File: src/logic/uim_pkg.sv
// How it works
// - Overrun mask bit is read/write, reads back, 1 passes overrun interrupt onward.
// - Break mask at bit 9, read/write, resets 0, 1 passes break interrupt.
// - Parity mask at bit 8, read/write, resets 0, 1 passes parity interrupt.
// - Receive mask bit reads back; writing 1 lets receive interrupt through.
// - Bits 3:0 read-only zero; software keeps them on read-modify-write.
// - A 0 mask withholds the interrupt while the raw condition stays recorded.
// - Overrun mask at bit 10, resets 0; bits 31:11 read as zero.
package uim_pkg;

  localparam int          ADDR_W      = 12;
  localparam int          DATA_W      = 32;
  localparam int          NSRC        = 7;

  // Register byte addresses
  localparam logic [11:0] OFS_MASK    = 12'h038;
  localparam logic [11:0] OFS_RAW     = 12'h03C;
  localparam logic [11:0] OFS_MASKED  = 12'h040;
  localparam logic [11:0] OFS_STICKY  = 12'h044;

  // Field layout of every status and mask word
  localparam int          SRC_LO      = 4;
  localparam int          SRC_HI      = 10;
  localparam int          BIT_RX      = 4;
  localparam int          BIT_TX      = 5;
  localparam int          BIT_RT      = 6;
  localparam int          BIT_FE      = 7;
  localparam int          BIT_PE      = 8;
  localparam int          BIT_BE      = 9;
  localparam int          BIT_OE      = 10;

  localparam logic [6:0]  MASK_RESET  = 7'h00;
  localparam logic [31:0] WORD_ZERO   = 32'h0000_0000;

  localparam logic [1:0]  RESP_OKAY   = 2'h0;
  localparam logic [1:0]  RESP_SLVERR = 2'h2;

endpackage

File: src/logic/uim_mask_stage.sv
// Our own choices: the placing of the registers and the AXI4-Lite interface to the registers.
`timescale 1ns/1ps
// Serial port interrupt masking stage with an AXI4-Lite register slave
module uim_mask_stage #(
  parameter int NSRC = uim_pkg::NSRC
) (
  input  wire logic        aclk,          // System clock, 200 MHz
  input  wire logic        aresetn,       // Synchronous reset, active low
  // AXI4-Lite write address
  input  wire logic [11:0] s_axi_awaddr,  // Write byte address
  input  wire logic        s_axi_awvalid, // Write address valid
  output logic             s_axi_awready, // Write address ready
  // AXI4-Lite write data
  input  wire logic [31:0] s_axi_wdata,   // Write data
  input  wire logic [3:0]  s_axi_wstrb,   // Byte lane strobes
  input  wire logic        s_axi_wvalid,  // Write data valid
  output logic             s_axi_wready,  // Write data ready
  // AXI4-Lite write response
  output logic [1:0]       s_axi_bresp,   // Write response
  output logic             s_axi_bvalid,  // Write response valid
  input  wire logic        s_axi_bready,  // Write response ready
  // AXI4-Lite read address
  input  wire logic [11:0] s_axi_araddr,  // Read byte address
  input  wire logic        s_axi_arvalid, // Read address valid
  output logic             s_axi_arready, // Read address ready
  // AXI4-Lite read data
  output logic [31:0]      s_axi_rdata,   // Read data
  output logic [1:0]       s_axi_rresp,   // Read response
  output logic             s_axi_rvalid,  // Read data valid
  input  wire logic        s_axi_rready,  // Read data ready
  // Interrupt sources and destinations
  input  wire logic [NSRC-1:0] raw_irq,   // Raw causes, rx at bit 0
  output logic [NSRC-1:0]  masked_irq,    // Forwarded to controller
  output logic             irq            // Level, unmasked sticky event
);

  // Expand byte strobes to a per-bit write enable
  function automatic logic [31:0] strb_bits(input logic [3:0] strb);
    logic [31:0] m;
    m = 32'h0000_0000;
    for (int i = 0; i < 4; i++) begin
      m[i*8 +: 8] = {8{strb[i]}};
    end
    return m;
  endfunction

  // Place a source vector at its field position in a word
  function automatic logic [31:0] to_word(input logic [NSRC-1:0] v);
    logic [31:0] w;
    w = uim_pkg::WORD_ZERO;
    w[uim_pkg::SRC_LO +: NSRC] = v;
    return w;
  endfunction

  // ---------------- Write channel ----------------
  logic [11:0]     awaddr_r;
  logic [11:0]     awaddr_nxt;
  logic            aw_full_r;
  logic            aw_full_nxt;
  logic [31:0]     wdata_r;
  logic [31:0]     wdata_nxt;
  logic [3:0]      wstrb_r;
  logic [3:0]      wstrb_nxt;
  logic            w_full_r;
  logic            w_full_nxt;
  logic            awready_r;
  logic            wready_r;
  logic            bvalid_r;
  logic            bvalid_nxt;
  logic [1:0]      bresp_r;
  logic [1:0]      bresp_nxt;

  // Address and data may arrive in either order; the write waits for both
  wire             aw_hs     = s_axi_awvalid & awready_r;
  wire             w_hs      = s_axi_wvalid & wready_r;
  wire             do_wr     = aw_full_r & w_full_r & ~bvalid_r;
  wire             b_hs      = bvalid_r & s_axi_bready;
  wire [31:0]      wbits     = strb_bits(wstrb_r);
  wire             wr_mask   = do_wr & (awaddr_r == uim_pkg::OFS_MASK);
  wire             wr_sticky = do_wr & (awaddr_r == uim_pkg::OFS_STICKY);
  wire             wr_ro     = do_wr &
                               ((awaddr_r == uim_pkg::OFS_RAW) |
                                (awaddr_r == uim_pkg::OFS_MASKED));
  wire             wr_hit    = wr_mask | wr_sticky | wr_ro;

  assign awaddr_nxt  = aw_hs ? s_axi_awaddr : awaddr_r;
  assign aw_full_nxt = (aw_full_r | aw_hs) & ~do_wr;
  assign wdata_nxt   = w_hs ? s_axi_wdata : wdata_r;
  assign wstrb_nxt   = w_hs ? s_axi_wstrb : wstrb_r;
  assign w_full_nxt  = (w_full_r | w_hs) & ~do_wr;
  assign bvalid_nxt  = do_wr | (bvalid_r & ~b_hs);
  assign bresp_nxt   = do_wr ? (wr_hit ? uim_pkg::RESP_OKAY
                                       : uim_pkg::RESP_SLVERR)
                             : bresp_r;

  always_ff @(posedge aclk) begin
    if (!aresetn) begin
      awaddr_r  <= 12'h000;
      aw_full_r <= 1'b0;
      wdata_r   <= 32'h0000_0000;
      wstrb_r   <= 4'h0;
      w_full_r  <= 1'b0;
      awready_r <= 1'b0;
      wready_r  <= 1'b0;
      bvalid_r  <= 1'b0;
      bresp_r   <= uim_pkg::RESP_OKAY;
    end else begin
      awaddr_r  <= awaddr_nxt;
      aw_full_r <= aw_full_nxt;
      wdata_r   <= wdata_nxt;
      wstrb_r   <= wstrb_nxt;
      w_full_r  <= w_full_nxt;
      awready_r <= ~aw_full_nxt;
      wready_r  <= ~w_full_nxt;
      bvalid_r  <= bvalid_nxt;
      bresp_r   <= bresp_nxt;
    end
  end

  // ---------------- Mask register ----------------
  logic [NSRC-1:0] mask_r;
  logic [NSRC-1:0] mask_nxt;

  wire [NSRC-1:0]  mask_we  = wbits[uim_pkg::SRC_LO +: NSRC];
  wire [NSRC-1:0]  mask_wd  = wdata_r[uim_pkg::SRC_LO +: NSRC];

  // Only bits 10:4 are stored; bits 3:0 and 31:11 are dropped
  assign mask_nxt = wr_mask ? ((mask_r & ~mask_we) | (mask_wd & mask_we))
                            : mask_r;

  always_ff @(posedge aclk) begin
    if (!aresetn) begin
      mask_r <= uim_pkg::MASK_RESET;
    end else begin
      mask_r <= mask_nxt;
    end
  end

  // ---------------- Sticky events and forwarding ----------------
  logic [NSRC-1:0] sticky;
  logic [NSRC-1:0] masked_q;
  logic            any_q;

  // Write-one-to-clear; a raw cause in the same cycle keeps its bit set
  wire [NSRC-1:0]  sticky_clr = wr_sticky ? (mask_wd & mask_we)
                                          : '0;

  uim_src_gate #(
    .N       (NSRC)
  ) u_gate (
    .aclk    (aclk),
    .aresetn (aresetn),
    .raw     (raw_irq),
    .enable  (mask_r),
    .clear   (sticky_clr),
    .sticky  (sticky),
    .masked  (masked_q),
    .any_irq (any_q)
  );

  // ---------------- Read channel ----------------
  logic            arready_r;
  logic            arready_nxt;
  logic            rvalid_r;
  logic            rvalid_nxt;
  logic [31:0]     rdata_r;
  logic [31:0]     rdata_nxt;
  logic [1:0]      rresp_r;
  logic [1:0]      rresp_nxt;

  // Read data are captured at the address handshake and then held
  wire             ar_hs  = s_axi_arvalid & arready_r;
  wire             r_hs   = rvalid_r & s_axi_rready;
  wire             rd_msk = s_axi_araddr == uim_pkg::OFS_MASK;
  wire             rd_raw = s_axi_araddr == uim_pkg::OFS_RAW;
  wire             rd_mkd = s_axi_araddr == uim_pkg::OFS_MASKED;
  wire             rd_stk = s_axi_araddr == uim_pkg::OFS_STICKY;
  wire             rd_hit = rd_msk | rd_raw | rd_mkd | rd_stk;

  // Reserved bits of every word read as zero
  wire [31:0]      rd_word =
    rd_msk ? to_word(mask_r) :
    rd_raw ? to_word(raw_irq) :
    rd_mkd ? to_word(masked_q) :
    rd_stk ? to_word(sticky) :
             uim_pkg::WORD_ZERO;

  assign arready_nxt = ar_hs ? 1'b0 : (r_hs | (arready_r | ~rvalid_r));
  assign rvalid_nxt  = ar_hs | (rvalid_r & ~r_hs);
  assign rdata_nxt   = ar_hs ? rd_word : rdata_r;
  assign rresp_nxt   = ar_hs ? (rd_hit ? uim_pkg::RESP_OKAY
                                       : uim_pkg::RESP_SLVERR)
                             : rresp_r;

  always_ff @(posedge aclk) begin
    if (!aresetn) begin
      arready_r <= 1'b0;
      rvalid_r  <= 1'b0;
      rdata_r   <= uim_pkg::WORD_ZERO;
      rresp_r   <= uim_pkg::RESP_OKAY;
    end else begin
      arready_r <= arready_nxt;
      rvalid_r  <= rvalid_nxt;
      rdata_r   <= rdata_nxt;
      rresp_r   <= rresp_nxt;
    end
  end

  // ---------------- Outputs ----------------
  // Every output is a flip-flop; no input reaches a pin directly
  assign s_axi_awready = awready_r;
  assign s_axi_wready  = wready_r;
  assign s_axi_bvalid  = bvalid_r;
  assign s_axi_bresp   = bresp_r;
  assign s_axi_arready = arready_r;
  assign s_axi_rvalid  = rvalid_r;
  assign s_axi_rdata   = rdata_r;
  assign s_axi_rresp   = rresp_r;
  assign masked_irq    = masked_q;
  assign irq           = any_q;

endmodule // uim_mask_stage

File: src/logic/uim_src_gate.sv
`timescale 1ns/1ps
// Per-source sticky status, forwarding gate and summary interrupt
module uim_src_gate #(
  parameter int N = 7
) (
  input  wire logic         aclk,      // System clock
  input  wire logic         aresetn,   // Synchronous reset, active low
  input  wire logic [N-1:0] raw,       // Raw interrupt conditions
  input  wire logic [N-1:0] enable,    // Mask bits, 1 forwards
  input  wire logic [N-1:0] clear,     // One-cycle write-one-to-clear
  output logic      [N-1:0] sticky,    // Latched events
  output logic      [N-1:0] masked,    // Raw gated by enable
  output logic              any_irq    // Unmasked sticky event pending
);

  logic [N-1:0] sticky_nxt;
  logic [N-1:0] masked_nxt;
  logic         any_nxt;

  // A raw condition present in the clearing cycle survives the clear
  assign sticky_nxt = (sticky & ~clear) | raw;
  assign masked_nxt = raw & enable;
  assign any_nxt    = |(sticky & enable);

  always_ff @(posedge aclk) begin
    if (!aresetn) begin
      sticky  <= '0;
      masked  <= '0;
      any_irq <= 1'b0;
    end else begin
      sticky  <= sticky_nxt;
      masked  <= masked_nxt;
      any_irq <= any_nxt;
    end
  end

endmodule // uim_src_gate

File: config.mk
export PLATFORM = sky130hd
export DESIGN_NAME = uim_mask_stage
export DESIGN_NICKNAME = d
export VERILOG_FILES = /design/src/logic/uim_pkg.sv /design/src/logic/uim_mask_stage.sv /design/src/logic/uim_src_gate.sv
export SDC_FILE = /design/constraint.sdc
export NUM_CORES = 1
export LEC_CHECK = 0
export BUFFER_PORTS_ARGS = -buffer_cell sky130_fd_sc_hd__buf_2
export CAP_MARGIN = 15
export CELL_PAD_IN_SITES_DETAIL_PLACEMENT = 0
export CELL_PAD_IN_SITES_GLOBAL_PLACEMENT = 1
export CORE_MARGIN = 3
export CORE_UTILIZATION = 34
export CTS_BUF_LIST = sky130_fd_sc_hd__clkbuf_8
export DETAILED_ROUTE_END_ITERATION = 8
export PLACE_DENSITY_LB_ADDON = 0.15
export SLEW_MARGIN = 20
export SYNTH_ARGS = -nofsm -noshare
export SYNTH_HDL_FRONTEND = slang
export SYNTH_SLANG_ARGS = --single-unit
File: constraint.sdc
create_clock -name aclk -period 1.65 [get_ports aclk]
set_input_delay 0.2475 -clock aclk [delete_from_list [all_inputs] [get_ports aclk]]
set_output_delay 0.2475 -clock aclk [all_outputs]
set_load 0.02 [all_outputs]
; After elaboration in Yosys (flattened, before gate mapping)
; Index checks and enable logic that the tools add are counted.
[op_classes]
n_reduce_logical = 2
n_eq_ne = 8
n_bitwise = 43
mux = 7
[op_table]
columns = operator, count
row1 = "== test 12 x 6 -> 1 bit, second input constant", 4
row2 = "== test 12 x 7 -> 1 bit, second input constant", 4
row3 = 2-to-1 mux 11 bit, 4
row4 = bitwise AND 7 bit, 5
row5 = bitwise AND 1 bit, 14
row6 = inverter 7 bit, 2
row7 = OR 7 bit, 2
row8 = OR 1 bit, 12
row9 = inverter 1 bit, 8
row10 = 2-to-1 mux 7 bit, 1
row11 = OR reduction 7 bit, 1
row12 = 2-to-1 mux 2 bit, 2
row13 = OR reduction 2 bit, 1
[totals]
reg_bits = 90
input_bits = 74
out_inout_bits = 49
wordCells = 77

; Longest topological paths before layout
[logic_depth]
word_depth = 7
depth_mapped = 6
mapped_depth_nobuf = 4

; Hierarchy
; From an unflattened synthesis, not the netlist that was laid out.
[hier_totals]
hier_cells = 317
area_unflattened_um2 = 2607.5
[modules_own_cells]
columns = module, cells_each, n_inst, seq_area_each_um2, area_per_inst_um2
row1 = uim_mask_stage, 275, 1, 880.8, 2124.5
row2 = uim_src_gate, 42, 1, 300.3, 483.0

; Least setup slack after synthesis
; No wires, ideal clock.
[synth_path]
path_kind = register to register
from = reg bvalid_r (netlist: s_axi_bvalid)
to = reg with a tool-made name
stages_incl_launch_ff = 7
t_arrival_ns = 1.236
setup_time_ns = 0.132
period_less_slack_ns = 1.369
slack_ns = 0.281
path_buffers = 2
required_time_ns = 1.518
cell_sequence = dfxtp_1 -> and3b_1 -> buf_2 -> and4_1 -> buf_4 -> nand3_1 -> a21oi_1
[synth_lines]
columns = item, line_no
row1 = "start, declared", uim_mask_stage.sv:68  ; logic bvalid_r;
row2 = "start signal, assigned", uim_mask_stage.sv:115  ; bvalid_r <= bvalid_nxt;

; Worst setup path after layout
[layout_path]
from = reg awaddr_r[3]
to = reg u_gate.sticky[3]
[layout_via]
elab_chain_cells = 6
[layout_lines]
columns = item, line_no
row1 = "start, declared", uim_mask_stage.sv:56  ; logic [11:0] awaddr_r;
row2 = "start signal, assigned", uim_mask_stage.sv:108  ; awaddr_r <= awaddr_nxt;
row3 = == test 12 x 7 -> 1 bit, uim_mask_stage.sv:80  ; wire wr_sticky = do_wr & (awaddr_r == uim_pkg::OFS_STICKY);
row4 = bitwise AND 1 bit, uim_mask_stage.sv:80
row5 = 2-to-1 mux 7 bit, uim_mask_stage.sv:145  ; wire [NSRC-1:0] sticky_clr = wr_sticky ? (mask_wd & mask_we)
row6 = inverter 7 bit, uim_src_gate.sv:21  ; assign sticky_nxt = (sticky & ~clear) | raw;
row7 = bitwise AND 7 bit, uim_src_gate.sv:21
row8 = OR 7 bit, uim_src_gate.sv:21
row9 = "end signal, assigned", uim_src_gate.sv:31  ; sticky <= sticky_nxt;
row10 = "end, declared", uim_src_gate.sv:11  ; output logic [N-1:0] sticky,
; Every way passes these cells.
; A chain may end at the register's enable or synchronous reset.

==> flow_metrics.tcl <==
set metrics [dict create \
    status "complete, no violations" \
    slew_viol_final 0 \
    finalCriticalPeriod_ps 1480 \
    nNetsFinal 449 \
    vias_per_cell 4.65 \
    hold_class "in2reg" \
    worst_setup_path_start_kind "flop" \
    clockBufferDepth 2 \
    rsz0062_at_grt "false" \
    routed-wl-met2_microns 2800 \
    hold_start "s_axi_wdata[8]" \
    grtUsageTotal 0.149 \
    wl_met1_microns 2920 \
    ys.flop_type "dfxtp_1" \
    place_inst 463 \
    clock_latency_ps 320 \
    routed_wl_microns 6230 \
    diodes 0 \
    crit-reg2reg-launch "awaddr_r[3]" \
    crit_type "reg2reg" \
    irDropWorstVdd_v 0.000522 \
    die_h_microns 93.9 \
    arrival_ps 1670 \
    antenna_found_initial 0 \
    core_area_sq_um 7370 \
    finalHoldViolCount 0 \
    area_growth_syn_to_layout_pct 19.0 \
    fin_crit_sh 0.897 \
    drive_gt1_frac 0.252 \
    grt_max_degree 32 \
    ctsHoldBuffers 0 \
    clock_sinks 59 \
    hold_end "wdata_r[8]" \
    dieArea_sq_um 8820 \
    drt_iter0_markers 78 \
    syn_area_sq_um 2630 \
    p_leak_nw 1.38 \
    p_per_area_nw_per_um2 920 \
    ys_seq_area_frac 0.449 \
    setup_violations 0 \
    die_width_microns 93.9 \
    postCtsSetupBuffers 0 \
    root_buffer "clkbuf_8" \
    num_vias 2214 \
    path_clk_slew_ps 60 \
    wl_per_cell_microns 13.1 \
    final_cells 476 \
    synth_cells 301 \
    dr_wl_met3_microns 484 \
    gp_congestion 0.725 \
    cts_max_level 3 \
    synth-edff-count 0 \
    endpoint_kind "flop" \
    synth_cell_type_count 39 \
    numCtsBuffers 9 \
    dpl.hpwl_microns 4610 \
    cp_max_fo 7 \
    ys_warn_count 0 \
    cts_resized 0 \
    setup_tns_ps 0 \
    synthArstFlopShare 0 \
    r2r_end "u_gate.sticky[3]" \
    num_rows 31 \
    clock_skew_ps 4.63 \
    routed.top_layer "met4" \
    ys_seq_elements 59 \
    drc_errors 0 \
    tritoncts "done" \
    grt_pass1_vias 2197 \
    grt_pass1_wl_microns 10300 \
    fmax_ghz 0.676 \
    r2r_cells 3 \
    syn_area_per_cell_sq_um 8.73 \
    crit_required_ps 1840 \
    port_buffers 68 \
    start_util 0.357 \
    total_power_w 0.00288 \
    place_area_sq_um 2980 \
    design_area_sq_um 3130 \
    r2r_setup_slack_ps 170 \
    first_pass_iters 4 \
    io_pins 123 \
    maxCapViolations 0 \
    overflow 0 \
    hold_path_depth 3 \
    ant_nets 0 \
]
[logic make-up (layout without fill, tap and decap cells)]
logic type,after synthesis,after routing,share of synthesized area
and+or+nand+nor,101,101,0.216
buffers and inverters,51,101,0.123
other,1,27,0.00143
DFF,59,59,0.449
AOI/OAI and AO/OA,89,89,0.210
[critical path, stage by stage (launching register included)]
cell     delay (ps)
dfxtp_1         310
or4b_1          570
nor2_2          310
a41oi_1         150
[area by class of cell]
| type | count | area (sq um) |
|---|---|---|
| Clock inverter | 3 | 11.3 |
| Sequential cell | 59 | 1180 |
| Fill cell | 816 | 4240 |
| Tap cell | 99 | 124 |
| Inverter | 10 | 37.5 |
| Clock buffer | 10 | 138 |
| Multi-Input combinational cell | 217 | 1220 |
| Timing Repair Buffer | 78 | 415 |
[how the worst max path moves through the flow]
stage                     startpoint          endpoint  slack (ps)  cells past startpoint
floorplan               s_axi_bvalid              flop         280                      6
global placement    s_axi_araddr[10]   s_axi_rdata[10]         160                      5
detailed placement       awaddr_r[3]  u_gate.sticky[5]         160                      3
CTS                      awaddr_r[3]  u_gate.sticky[5]         160                      3
global route             awaddr_r[3]  u_gate.sticky[1]          40                      3
finish                   awaddr_r[3]  u_gate.sticky[3]         170                      3
[metrics by stage]
step	hold WS, ps	setup slack (ps)	utilization
CTS	139	155	0.424
finish	153	170	0.424
floorplan	383	281	-
detailed placement	450	161	0.404
global placement	445	160	0.404
global route	142	39.7	0.424
[metal layers]
layer	up-vias	GRT usage
met5	-	0
li1	1163	-
met1	980	0.192
met4	0	0.0397
met3	2	0.0553
met2	69	0.233
[synth_stat cells (all sizes together), types with 4 or more instances]
cell | instances | area [sq um]
a21oi | 40 | 200
clkbuf | 5 | 18.8
a32oi | 7 | 61.3
nand2 | 47 | 176
buf | 36 | 268
nand2b | 4 | 25.0
and3 | 7 | 43.8
nand3 | 7 | 35.0
nor2 | 12 | 47.6
a41oi | 7 | 61.3
dfxtp | 59 | 1180
a32o | 7 | 70.1
inv | 10 | 37.5
o21ai | 22 | 110
or2 | 7 | 43.8
[placed cells by master, fill, tap and decap left out, types with 4 or more instances in the layout]
cell type	n
buf_4	10
dfxtp_1	59
o21ai_1	4
buf_2	68
o21ai_0	18
or2_0	7
a41oi_1	7
nand2b_1	4
and3_1	7
inv_1	12
nor2_1	11
a32oi_1	7
a21oi_1	40
conb_1	27
clkbuf_8	10
nand2_1	47
a32o_1	7
nand3_1	7
[report_power, final]
part / total, W / internal (W) / switching [W]
Clock: 0.00103 / 0.000544 / 0.000491
Sequential: 0.00151 / 0.00148 / 0.0000344
Combinational: 0.000330 / 0.000116 / 0.000214
(Power assumes the default switching activity.)
